[config.mk]
export PLATFORM = sky130hd
export DESIGN_NAME = timer_control_mode_regs
export DESIGN_NICKNAME = d
export VERILOG_FILES = /design/src/design/timer_regs_pkg.sv /design/src/design/ext_irq_detect.sv /design/src/design/timer_control_mode_regs.sv
export VERILOG_INCLUDE_DIRS = /design/src /design/src/design
export SDC_FILE = /design/constraint.sdc
export NUM_CORES = 1
export LEC_CHECK = 0
export ABC_CLOCK_PERIOD_IN_PS = 3000
export BUFFER_PORTS_ARGS = -buffer_cell sky130_fd_sc_hd__buf_2
export CORE_UTILIZATION = 48
export DETAILED_ROUTE_END_ITERATION = 10
export GPL_TIMING_DRIVEN = 0
export MAX_ROUTING_LAYER = met4
export PLACE_DENSITY_LB_ADDON = 0.1
export SLEW_MARGIN = 40
export SYNTH_ARGS = -nofsm -noshare
export SYNTH_HDL_FRONTEND = slang
export SYNTH_SLANG_ARGS = --single-unit
[constraint.sdc]
create_clock -name clock -period 3 [get_ports clock]
set_input_delay 0.9 -clock clock [delete_from_list [all_inputs] [get_ports clock]]
set_output_delay 0.9 -clock clock [all_outputs]
set_load 0.03 [all_outputs]
[src/design/timer_regs_consts.svh]
// Offsets, bit positions and reset values of the timer regs
`ifndef TIMER_REGS_CONSTS_SVH
`define TIMER_REGS_CONSTS_SVH
`define CTRL_ADDR 8'h88
`define MODE_ADDR 8'h89
`define CTRL_RESET 8'h00
`define MODE_RESET 8'h00
`define CTRL_T1_OVF 7
`define CTRL_T1_RUN 6
`define CTRL_T0_OVF 5
`define CTRL_T0_RUN 4
`define CTRL_X1_FLAG 3
`define CTRL_X1_TYPE 2
`define CTRL_X0_FLAG 1
`define CTRL_X0_TYPE 0
`define MODE_T1_GATE 7
`define MODE_T1_CSEL 6
`define MODE_T1_HI 5
`define MODE_T1_LO 4
`define MODE_T0_GATE 3
`define MODE_T0_CSEL 2
`define MODE_T0_HI 1
`define MODE_T0_LO 0
`endif

[src/design/timer_regs_pkg.sv]
// Types shared by the timer control and mode register files
package timer_regs_pkg;
    // Two-bit timer operating mode
    typedef enum logic [1:0] {
        MODE_VARWIDTH = 2'h0,
        MODE_RELOAD16 = 2'h1,
        MODE_RELOAD8 = 2'h2,
        MODE_SPLIT = 2'h3
    } timer_mode_t;
endpackage : timer_regs_pkg

[src/design/ext_irq_detect.sv]
// Per-pin synchroniser, falling-edge detector and edge flag for one input
`timescale 1ns/10ps
module ext_irq_detect
(
    input wire logic clock,
    input wire logic rstn,
    input wire logic pinRaw,
    input wire logic edgeMode,
    input wire logic serviced,
    output logic pinLevel,
    output logic flag
);
    // Two-stage synchroniser; stage one feeds stage two only
    logic sync1_q, sync1_d;
    logic sync2_q, sync2_d;
    // Previous synchronised level for edge detection
    logic prev_q, prev_d;
    // Sticky edge or level flag
    logic flag_q, flag_d;
    logic hit;

    // Next-state logic
    always_comb
    begin
        sync1_d = pinRaw;
        sync2_d = sync1_q;
        prev_d = sync2_q;
        // Edge mode: high then low; level mode: low level follows pin
        hit = edgeMode ? (prev_q & ~sync2_q) : ~sync2_q;
        if (hit)
        begin
            // New event wins over a same-cycle service clear
            flag_d = 1'b1;
        end
        else if (serviced || !edgeMode)
        begin
            // Level mode flag tracks the pin; no latching beyond it
            flag_d = 1'b0;
        end
        else
        begin
            flag_d = flag_q;
        end
    end

    // Registers; idle pins read high so the pin stages reset to one, the flag to zero
    always_ff @(posedge clock or negedge rstn)
    begin
        if (!rstn)
        begin
            sync1_q <= 1'b1;
            sync2_q <= 1'b1;
            prev_q <= 1'b1;
            flag_q <= 1'b0;
        end
        else
        begin
            sync1_q <= sync1_d;
            sync2_q <= sync2_d;
            prev_q <= prev_d;
            flag_q <= flag_d;
        end
    end

    assign pinLevel = sync2_q;
    assign flag = flag_q;
endmodule : ext_irq_detect

[src/design/timer_control_mode_regs.sv]
// Timer control and mode special-function registers with run gating
`timescale 1ns/10ps
`include "timer_regs_consts.svh"
// Overview of operation
// - Control register at 88H, resets zero
// - Overflow pulse sets that timer's flag
// - Vectoring to timer service clears flag
// - Ext_irq1_pin type: one edge, zero level
// - Ext_irq0_pin type: one edge, zero level
// - Mode register at 89H, resets zero
// - Gate set needs pin high plus run
// - Counter select picks clock or pin events
// - Software keeps counter select zero in PWM
// - Mode field selects one of four modes
module timer_control_mode_regs
(
    input wire logic clock,
    input wire logic rstn,
    input wire logic [7:0] sfrAddr,
    input wire logic sfrWrite,
    input wire logic [7:0] sfrWdata,
    input wire logic sfrRead,
    output logic [7:0] sfrRdata,
    input wire logic timer0Overflow,
    input wire logic timer1Overflow,
    input wire logic timer0Vector,
    input wire logic timer1Vector,
    input wire logic extIrq0Vector,
    input wire logic extIrq1Vector,
    input wire logic ext_irq0_pin,
    input wire logic ext_irq1_pin,
    input wire logic timer0CountPin,
    input wire logic timer1CountPin,
    output logic timer0CountEn,
    output logic timer1CountEn,
    output logic timer0CountSrcPin,
    output logic timer1CountSrcPin,
    output timer_regs_pkg::timer_mode_t timer0Mode,
    output timer_regs_pkg::timer_mode_t timer1Mode,
    output logic timer0CountTick,
    output logic timer1CountTick,
    output logic extIrq0Request,
    output logic extIrq1Request
);
    import timer_regs_pkg::*;

    // Control and mode register storage
    logic [7:0] ctrl_q, ctrl_d;
    logic [7:0] mode_q, mode_d;
    // Read data register
    logic [7:0] rdata_q, rdata_d;
    // Registered gated enables, sources and modes
    logic en0_q, en0_d, en1_q, en1_d;
    logic src0_q, src0_d, src1_q, src1_d;
    timer_mode_t m0_q, m0_d, m1_q, m1_d;
    logic tick0_q, tick0_d, tick1_q, tick1_d;
    logic req0_q, req0_d, req1_q, req1_d;
    // Synchronised count pins and previous samples
    logic c0s1_q, c0s2_q, c0p_q, c1s1_q, c1s2_q, c1p_q;
    // Edge detector outputs
    logic pin0Level, pin1Level, flag0, flag1;
    logic wrCtrl, wrMode;

    // Packed per-channel views, index 0 and 1 by interrupt number
    logic [1:0] irqPins, irqTypes, irqServed, pinLevels, irqFlags;

    // Gather channel inputs so both detectors share one loop
    assign irqPins = {ext_irq1_pin, ext_irq0_pin};
    assign irqTypes = {ctrl_q[`CTRL_X1_TYPE], ctrl_q[`CTRL_X0_TYPE]};
    assign irqServed = {extIrq1Vector, extIrq0Vector};

    // Interrupt pin detectors, trigger type from control bits
    genvar ch;
    generate
        for (ch = 0; ch < 2; ch++)
        begin : irqChan
            ext_irq_detect irq (
                .clock(clock),
                .rstn(rstn),
                .pinRaw(irqPins[ch]),
                .edgeMode(irqTypes[ch]),
                .serviced(irqServed[ch]),
                .pinLevel(pinLevels[ch]),
                .flag(irqFlags[ch])
            );
        end
    endgenerate

    // Named per-channel results used by the register logic
    assign pin0Level = pinLevels[0];
    assign pin1Level = pinLevels[1];
    assign flag0 = irqFlags[0];
    assign flag1 = irqFlags[1];

    // Register file next values and derived controls
    always_comb
    begin
        wrCtrl = sfrWrite && (sfrAddr == `CTRL_ADDR);
        wrMode = sfrWrite && (sfrAddr == `MODE_ADDR);
        ctrl_d = ctrl_q;
        mode_d = mode_q;
        if (wrCtrl)
        begin
            // Software may write every bit except the two interrupt flags
            ctrl_d = sfrWdata;
        end
        if (wrMode)
        begin
            // Counter-select kept zero in PWM by software
            mode_d = sfrWdata;
        end
        // Vector clear first so a same-cycle overflow wins
        if (timer0Vector)
        begin
            ctrl_d[`CTRL_T0_OVF] = 1'b0;
        end
        if (timer1Vector)
        begin
            ctrl_d[`CTRL_T1_OVF] = 1'b0;
        end
        if (timer0Overflow)
        begin
            ctrl_d[`CTRL_T0_OVF] = 1'b1;
        end
        if (timer1Overflow)
        begin
            ctrl_d[`CTRL_T1_OVF] = 1'b1;
        end
        // Interrupt flags are owned by the detectors
        ctrl_d[`CTRL_X0_FLAG] = flag0;
        ctrl_d[`CTRL_X1_FLAG] = flag1;
        // Gate needs pin high as well as run
        en0_d = ctrl_q[`CTRL_T0_RUN] &&
            (!mode_q[`MODE_T0_GATE] || pin0Level);
        en1_d = ctrl_q[`CTRL_T1_RUN] &&
            (!mode_q[`MODE_T1_GATE] || pin1Level);
        src0_d = mode_q[`MODE_T0_CSEL];
        src1_d = mode_q[`MODE_T1_CSEL];
        m0_d = timer_mode_t'(mode_q[`MODE_T0_HI:`MODE_T0_LO]);
        m1_d = timer_mode_t'(mode_q[`MODE_T1_HI:`MODE_T1_LO]);
        // Timer 1 in split mode is simply stopped
        if (m1_d == MODE_SPLIT)
        begin
            en1_d = 1'b0;
        end
        // Tick: every clock, or a pin falling edge
        tick0_d = en0_d && (src0_d ? (c0p_q && !c0s2_q) : 1'b1);
        tick1_d = en1_d && (src1_d ? (c1p_q && !c1s2_q) : 1'b1);
        req0_d = flag0;
        req1_d = flag1;
        // Reads answer one cycle later; unmapped reads return zero
        rdata_d = 8'h00;
        if (sfrRead && sfrAddr == `CTRL_ADDR)
        begin
            rdata_d = ctrl_q;
        end
        else if (sfrRead && sfrAddr == `MODE_ADDR)
        begin
            rdata_d = mode_q;
        end
    end

    // Registers, all reset to constants
    always_ff @(posedge clock or negedge rstn)
    begin
        if (!rstn)
        begin
            ctrl_q <= `CTRL_RESET;
            mode_q <= `MODE_RESET;
            rdata_q <= 8'h00;
            en0_q <= 1'b0;
            en1_q <= 1'b0;
            src0_q <= 1'b0;
            src1_q <= 1'b0;
            m0_q <= MODE_VARWIDTH;
            m1_q <= MODE_VARWIDTH;
            tick0_q <= 1'b0;
            tick1_q <= 1'b0;
            req0_q <= 1'b0;
            req1_q <= 1'b0;
            c0s1_q <= 1'b1;
            c0s2_q <= 1'b1;
            c0p_q <= 1'b1;
            c1s1_q <= 1'b1;
            c1s2_q <= 1'b1;
            c1p_q <= 1'b1;
        end
        else
        begin
            ctrl_q <= ctrl_d;
            mode_q <= mode_d;
            rdata_q <= rdata_d;
            en0_q <= en0_d;
            en1_q <= en1_d;
            src0_q <= src0_d;
            src1_q <= src1_d;
            m0_q <= m0_d;
            m1_q <= m1_d;
            tick0_q <= tick0_d;
            tick1_q <= tick1_d;
            req0_q <= req0_d;
            req1_q <= req1_d;
            // Count pins: two-flop sync, then one more for edges
            c0s1_q <= timer0CountPin;
            c0s2_q <= c0s1_q;
            c0p_q <= c0s2_q;
            c1s1_q <= timer1CountPin;
            c1s2_q <= c1s1_q;
            c1p_q <= c1s2_q;
        end
    end

    assign sfrRdata = rdata_q;
    assign timer0CountEn = en0_q;
    assign timer1CountEn = en1_q;
    assign timer0CountSrcPin = src0_q;
    assign timer1CountSrcPin = src1_q;
    assign timer0Mode = m0_q;
    assign timer1Mode = m1_q;
    assign timer0CountTick = tick0_q;
    assign timer1CountTick = tick1_q;
    assign extIrq0Request = req0_q;
    assign extIrq1Request = req1_q;
endmodule : timer_control_mode_regs

* After elaboration in Yosys (flattened, before gate mapping)
Index checks and enable logic that the tools add are counted.
** Word-level totals
- Output and inout bits :: 20
- Bits in registers :: 50
** Operators by class
- Muxes and demuxes :: 16
- Eq/ne operators :: 3
- Bitwise logic cells :: 4
- Reductions and logical operators :: 24
** Operators by type and width (number)
- 8-bit 2-to-1 mux :: 3
- 8-bit equality test (second input constant) :: 2
- 1-bit 2-to-1 mux :: 13
- 1-bit logical AND :: 10
- 1-bit logical NOT :: 6
- 3-bit nonzero test :: 2
- 1-bit logical OR :: 4
- 2-bit nonzero test :: 2
- 1-bit AND :: 2
- 2-bit equality test (second input constant) :: 1
- 1-bit NOT :: 2

* Depth between registers and ports, before layout
Gate-level depths: netlist of run 1.
- Depth after elaboration :: 5
- Depth in mapped cells :: 3

* Modules after synthesis
From an unflattened synthesis of run 1, not the netlist that was laid out.
** Unflattened totals
- Cells, all modules :: 105
- Area, all modules :: 1684.1 µm²
** By module, submodules not included
- timer_control_mode_regs :: times used 1, cells an instance 91, area each 1438.9 µm²
- ext_irq_detect :: times used 2, cells an instance 7, area each 122.6 µm²

* Worst setup path before layout of run 1
No wires, ideal clock.
- Path type :: in2reg
- From :: input sfrAddr[6]
- To :: register mode_q[0]
- Stages :: 3
- Data required time :: 2.875 ns
- Path buffers :: 0
- Arrival :: 1.808 ns
- Setup slack :: 1.067 ns
- Cells stage by stage :: nor4b_4 -> nand4_2 -> mux2_2
** On the way
- Longest elaborated chain between the ends :: 2
** RTL lines
- start: declaration :: line timer_control_mode_regs.sv:19 : input wire logic [7:0] sfrAddr,
- 8-bit equality test (no source line)
- 1-bit logical AND :: line timer_control_mode_regs.sv:99 : wrMode = sfrWrite && (sfrAddr == `MODE_ADDR);
- end signal: assignment :: line timer_control_mode_regs.sv:169 : mode_q <= `MODE_RESET;
- end signal: assignment :: line timer_control_mode_regs.sv:191 : mode_q <= mode_d;
- end: declaration :: line timer_control_mode_regs.sv:49 : logic [7:0] mode_q, mode_d;
No other way between the ends.
A chain may end at the register's enable or synchronous reset.

* Final worst setup path of run 1
- From :: input sfrAddr[6]
- To :: register ctrl_q[6]
** On the way
- Longest elaborated chain between the ends :: 2
** RTL lines
- 8-bit equality test (no source line)
- 1-bit logical AND :: line timer_control_mode_regs.sv:98 : wrCtrl = sfrWrite && (sfrAddr == `CTRL_ADDR);
- end signal: assignment :: line timer_control_mode_regs.sv:168 : ctrl_q <= `CTRL_RESET;
- end signal: assignment :: line timer_control_mode_regs.sv:190 : ctrl_q <= ctrl_d;
- end: declaration :: line timer_control_mode_regs.sv:48 : logic [7:0] ctrl_q, ctrl_d;
No other way between the ends.

==> results.cfg, run 1 <==
[outcome]
status = complete, no violations

[setup_path]
start_kind = input port
worst-setup-path-type = input port to register
crit_path_max_fanout = 5
reg2reg_from = irqChan[1].irq.pinLevel$_DFF_PN1_
cp.required_ps = 3250
r2r-end = timer1CountTick$_DFF_PN0_
cp.arrival_ps = 2170
max_stage_delay_ps = 390
cp-startpoint = sfrAddr[6]
worstPathCellList = buf_2 -> nor4b_4 -> nand4b_1 -> mux2_2
setup.worst_path.end_class = register
reg2regPathDepth = 3
rrSetupSlack_ps = 1740
slowest_stage = nand4b_1
crit_end = ctrl_q[6]$_DFFE_PN0P_

[clock_tree]
clock_latency_ps = 360
numCtsBuffers = 5
cts_max_path_buffers = 2
postCtsSetupBuffers = 0
clock-sinks = 48
cts_tree = done
postCtsHoldBufs = 0
h-tree-depth = 2
ctsResizeCount = 0
root_buffer = clkbuf_4
path_clk_slew_ps = 120

[sta]
post-route-min-period_ps = 1920
fin_crit_sh_pct = 64.1
hold_viol_final = 0
max_freq_ghz = 0.520
setup_violations = 0
layout_setup_ws_ps = 1080
rsz0062_at_grt = false
tightest_slew_ps = 720
fin_skew_ps = 9.52
fin_setup_tns_ps = 0
slew_headroom_pct = 52.0
report.final.slew_viol_count = 0

[yosys]
synth_fa_ha_area_share_pct = 0
synth-seq-cells = 48
synth-seq-area-share_pct = 71.9
synth_top_family_by_area = multiplexers
syn_area_per_cell_um2 = 15.8
synth_nets = 137
ys_types = 20
synth_compound_area_share_pct = 3.62
muxShareOfSynthArea_pct = 12.7
netlist_instances = 107
synth_xor_xnor_area_share_pct = 0
synthesis.area_um2 = 1690
synthDominantCellAreaShare_pct = 53.3
yosys_warnings = 0
synthTopCellsByArea = dfrtp_1 53%, dfstp_2 19%, mux2_2 8.0%
yosysTopAreaCell = dfrtp_1
synth-simple-area-share_pct = 10.9

[floorplanning]
coreArea_um2 = 3360
io_pins = 50
fp.dieArea_um2 = 3770
rows = 21
initial_utilization_pct = 50.3
die_h_um = 61.4
dieWidth_um = 61.4

[routing]
drt_iter0_markers = 32
drt-total-wl_mm = 2.77
drc = 0
drt-pass1-iter-count = 4
drtAntennaViolNets = 0
viasPerCell = 4.91
routedWlPerCell_um = 13.2
vias = 1032

[worst_hold_path]
worstHoldPathType = register to register

[power_and_ir_drop]
leakagePower_nw = 1.08
power_density_nw_per_um2 = 553
ir_drop_mv = 0.275

[grt]
grt_max_degree = 49
grt_antenna_before_repair = 0
grt_overflow = 0
grt_pass1_vias = 863
grt_pass1_wl_mm = 4.24
grt_use_total_pct = 17.6

[placement]
io_buffers = 49
place_ws_ps = 706
placed_area_um2 = 2000
gp_congestion = 0.689
hpwlAfterDp_mm = 1.94

[finish]
n_antenna_cell = 0
synthToLayoutAreaGrowth_pct = 22.6
nNetsFinal = 193
drive_gt1_share_pct = 50.6
final_area_um2 = 2070
fill_cells = 312

[run]
maxCapViolations = 0
## cell usage in the layout (no fill, tap or decap)
cell and n:
clkbuf_1 1, nor4b_4 1, nand4b_1 2, clkbuf_4 5, nor2b_1 6, buf_1 1, buf_4 1, bufinv_16 1
dfrtp_1 36, nor3b_1 3, nand2b_1 2, a221oi_1 1, a21boi_0 3, buf_2 48, nand3_1 1, dfstp_2 12
o21ai_0 2, inv_1 3, nand4_2 1, and3_2 1, mux2_2 12, a221o_1 2, mux2i_1 8, nand3b_1 2
nor2_1 8, clkinv_2 1
## critical path, delay by kind of cell
family	cells	cell delay, ps
muxes	1	390
buffers and inverters	1	120
and+or+nand+nor	2	770
## final cells by class
type	instances	area [um^2]	share of cell area, %
flip-flops and latches	48	1220	58.7
clock buffers	6	41.3	1.99
well taps	46	57.6	2.78
repair buffers	49	248	11.9
inverters	3	11.3	0.543
multi-input cells	55	460	22.2
clock inverters	2	35.0	1.69
plain buffers	1	3.75	0.181
## flip-flops by register name, summed over array words and instances (netlist names), 2 cells and up
| name | cells |
|---|---|
| ctrl_q | 8 |
| timer1Mode | 2 |
| irqChan.irq.sync1_q | 2 |
| mode_q | 8 |
| sfrRdata | 8 |
| irqChan.irq.flag | 2 |
| irqChan.irq.pinLevel | 2 |
| timer0Mode | 2 |
| irqChan.irq.prev_q | 2 |
## worst min-delay path by stage
stage,start,end,slack [ps],cells past startpoint
5_1_grt,c1s1_q$_DFF_PN1_,c1s2_q$_DFF_PN1_,370,0
3_5_place_dp,c0s1_q$_DFF_PN1_,c0s2_q$_DFF_PN1_,350,0
3_3_place_gp,irqChan[0].irq.sync1_q$_DFF_PN1_,irqChan[0].irq.pinLevel$_DFF_PN1_,350,0
6_report,c0s1_q$_DFF_PN1_,c0s2_q$_DFF_PN1_,360,0
2_1_floorplan,c0s1_q$_DFF_PN1_,c0s2_q$_DFF_PN1_,350,0
4_1_cts,c0s1_q$_DFF_PN1_,c0s2_q$_DFF_PN1_,370,0
## stage by stage
stage	std cells	util (%)	total power, W	hold slack [ps]
floorplan	107	-	0.000747	345
global placement	202	59.3	0.000794	345
detailed placement	202	59.4	0.000798	348
CTS	210	61.6	0.00116	366
global route	210	61.6	0.00120	367
finish	210	61.6	0.00115	364
## where the power goes
group | internal [W] | leakage [nW] | total, W | switching, W
logic | 0.0000389 | 0.425 | 0.0000904 | 0.0000515
registers | 0.000680 | 0.610 | 0.000694 | 0.0000134
clock network | 0.000175 | 0.0422 | 0.000363 | 0.000188
## logic make-up after synthesis
family,count (synthesis)
simple gates,27
flops,48
buf+inv,4
mux,20
compound gates,8
## layer usage
metal / global-route usage, % / vias up / routed length [um]
li1: - / 492 / -
met1: 22.3 / 505 / 1190
met2: 24.7 / 29 / 1370
met3: 6.93 / 6 / 153
met4: 8.57 / 0 / 53
met5: - / - / 0
## cells in the mapped netlist
library cell and number:
nand4b_1 2, nor4b_4 1, dfrtp_1 36, nand4_2 1, nand3b_1 2, mux2_2 12, a21boi_0 3, nand3_1 1
dfstp_2 12, nand2b_1 2, and3_2 1, buf_1 1, nor2b_1 6, a221o_1 2, nor3b_1 3, a221oi_1 1
inv_1 3, mux2i_1 8, nor2_1 8, o21ai_0 2
Note: power is estimated with default switching activity, not from simulation.
==> run 2: changes to the inputs <==
--- a/config.mk
+++ b/config.mk
@@ -6,7 +6,8 @@
 export SDC_FILE = /design/constraint.sdc
 export NUM_CORES = 1
 export LEC_CHECK = 0
-export ABC_CLOCK_PERIOD_IN_PS = 3000
+export ABC_AREA = 1
+export ABC_CLOCK_PERIOD_IN_PS = 1800
 export BUFFER_PORTS_ARGS = -buffer_cell sky130_fd_sc_hd__buf_2
 export CORE_UTILIZATION = 48
 export DETAILED_ROUTE_END_ITERATION = 10
==> constraint.sdc (replaced) <==
create_clock -name clock -period 1.8 [get_ports clock]
set_input_delay 0.54 -clock clock [delete_from_list [all_inputs] [get_ports clock]]
set_output_delay 0.54 -clock clock [all_outputs]
set_load 0.03 [all_outputs]
==> run 2 against run 1 <==
Effect of this change:
- global-route usage rose by 0.63 points
- synthesized cell count grew 63%
- utilization fell by 0.30 points
- sequential share of layout area is 4.5 points lower
- clock power up 80%
- non-clock buffer count unchanged
- sequential cell count is the same
- worst setup slack got worse by 670 ps
- largest cell class unchanged
==> results.cfg, run 2 <==
[outcome]
status = complete, no violations

[yosys]
synth_fa_ha_area_share_pct = 0
synth.most_common_cell = nand2_1
synth-seq-area-share_pct = 66.1
synthTopCellsByArea = dfrtp_1 49%, dfstp_2 17%, nand2_1 9.4%
synth_edf_count = 0
synth_compound_area_share_pct = 6.80
synth-seq-cells = 48
synthDominantCellAreaShare_pct = 48.9
synthesis.area_um2 = 1840
muxShareOfSynthArea_pct = 0
netlist_instances = 174
synth_nets = 204
yosys_warnings = 0
syn_area_per_cell_um2 = 10.6
synth_top_family_by_area = simple AND/OR/NAND/NOR gates
ys_async_sr_fraction_pct = 100
synth_xor_xnor_area_share_pct = 0
synthFlopType = dfrtp_1
ys_top_cells_by_count = 46 x nand2_1, 36 x dfrtp_1, 27 x inv_1, 13 x nor2_1, 12 x dfstp_2
ys_types = 22
yosysTopAreaCell = dfrtp_1
synth-simple-area-share_pct = 20.6

[clock_tree]
root_buffer = clkbuf_8
clock_latency_ps = 300
numCtsBuffers = 5
ctsResizeCount = 0
postCtsSetupBuffers = 0
cts_tree = done
clock-sinks = 48
path_clk_slew_ps = 90
postCtsHoldBufs = 0
cts_max_path_buffers = 2
h-tree-depth = 2

[finish]
n_antenna_cell = 0
synthToLayoutAreaGrowth_pct = 22.0
fill_cells = 321
nNetsFinal = 260
final_common_cell = buf_2
stdcell_count = 279
layout_common_cells = 48 x buf_2, 46 x nand2_1, 36 x dfrtp_1
drive_gt1_share_pct = 40.3

[setup_path]
start_kind = register
slowest_stage = dfrtp_1
max_stage_delay_ps = 380
critPathBufInv = 1
worst-setup-path-type = register to output pin
setup.worst_path.end_class = output pin
crit_path_max_fanout = 2
cp.arrival_ps = 860
cp.required_ps = 1260
worstPathCellList = buf_2
critPathTopFamily = flip-flops

[floorplanning]
rows = 22
coreArea_um2 = 3660
initial_utilization_pct = 50.3
dieWidth_um = 63.9
fp.dieArea_um2 = 4090
die_h_um = 63.9
io_pins = 50

[placement]
place_ws_ps = 252
hpwlAfterDp_mm = 2.27
gp_congestion = 0.743
placed_cells = 271
io_buffers = 49

[routing]
wl_met3_um = 148
vias = 1221
wl_met1_mm = 1.26
drt-total-wl_mm = 3.06
top_layer = met4
routedWlPerCell_um = 11.0
drt_iter0_markers = 44
viasPerCell = 4.38
drc = 0
drt-pass1-iter-count = 4
drtAntennaViolNets = 0
route.met2.wl_mm = 1.61

[run]
maxCapViolations = 0

[grt]
grt_overflow = 0
grt_antenna_before_repair = 0
grt_pass1_wl_mm = 5.18
grt_pass1_vias = 1183
grt_use_total_pct = 18.2
grt_max_degree = 49

[power_and_ir_drop]
power.share.switching_pct = 23.8
p_comb_share_pct = 8.2
internal_power_w = 0.00150
leakagePower_nw = 1.22
seqPwrFrac_pct = 58.7
pwr-share-clk_pct = 33.1
ir_drop_mv = 0.513
power_density_nw_per_um2 = 876
p_switching_w = 0.000468

[worst_hold_path]
worstHoldPathType = input port to async pin

[sta]
setup_violations = 0
fin_crit_sh_pct = 77.6
post-route-min-period_ps = 1400
slew_headroom_pct = 62.1
fin_setup_tns_ps = 0
max_freq_ghz = 0.716
rsz0062_at_grt = false
tightest_slew_ps = 569
fin_skew_ps = 6.50
report.final.slew_viol_count = 0
hold_viol_final = 0
layout_setup_ws_ps = 404
[run 2: cell count changes after synthesis, sizes merged, moves of 5 or more]
cell	delta
inv	+26
nor2b	-6
nand2	+51
nor2	+11
mux2	-12
mux2i	-8
nand3	+5
o21ai	+12
[run 2: logic make-up (layout without fill, tap and decap cells)]
| logic type | after synthesis | in the layout |
|---|---|---|
| AND/OR/NAND/NOR | 78 | 78 |
| flip-flops | 48 | 48 |
| buffers and inverters | 30 | 87 |
| AO/OA/AOI/OAI | 18 | 18 |
[run 2: path summary, 6_finish.rpt]
check,from,to,slack [ps],depth (start not counted)
worst max register to register,irqChan[1].irq.pinLevel$_DFF_PN1_,timer1CountTick$_DFF_PN0_,740,3
worst min register to register,c0s1_q$_DFF_PN1_,c0s2_q$_DFF_PN1_,360,0
worst min-delay path,rstn,ctrl_q[3]$_DFF_PN0_,240,1
worst max-delay path,ctrl_q[3]$_DFF_PN0_,extIrq1Request,400,1
max in group asynchronous,rstn,c0s2_q$_DFF_PN1_,1180,1
min in group clock,ext_irq1_pin,irqChan[1].irq.sync1_q$_DFF_PN1_,330,1
[run 2: cell type report]
class                           count  area, um^2  area share, %
Multi-Input combinational cell     96         504           22.5
Timing Repair Buffer               49         248           11.0
Inverter                           29         109           4.85
Tap cell                           48        60.1           2.67
Sequential cell                    48        1220           54.2
Buffer                              1        11.3          0.501
Clock inverter                      2        15.0          0.669
Clock buffer                        6        82.6           3.68
[run 2: stage by stage]
| stage | power (W) | utilization (%) | area (um^2) | hold WS, ps |
|---|---|---|---|---|
| 2_1_floorplan | 0.00126 | - | 1840 | 244 |
| 3_3_place_gp | 0.00133 | 58.6 | 2150 | 346 |
| 4_1_cts | 0.00200 | 61.3 | 2250 | 242 |
| 6_report | 0.00197 | 61.3 | 2250 | 240 |
| 5_1_grt | 0.00208 | 61.3 | 2250 | 263 |
| 3_5_place_dp | 0.00134 | 58.7 | 2150 | 348 |
[run 2: power by group through the flow]
stage	logic, W	registers [W]	clock network, W
5_1_grt	0.000181	0.00116	0.000738
2_1_floorplan	0.0000596	0.00120	0
3_3_place_gp	0.000159	0.00117	0
6_report	0.000161	0.00116	0.000652
3_5_place_dp	0.000165	0.00118	0
4_1_cts	0.000165	0.00116	0.000682
[run 2: metal layers]
layer / vias up / global-route usage (%)
met3: 4 / 6.61
li1: 637 / -
met2: 27 / 30.6
met1: 553 / 19.0
met4: 0 / 8.52
met5: - / -
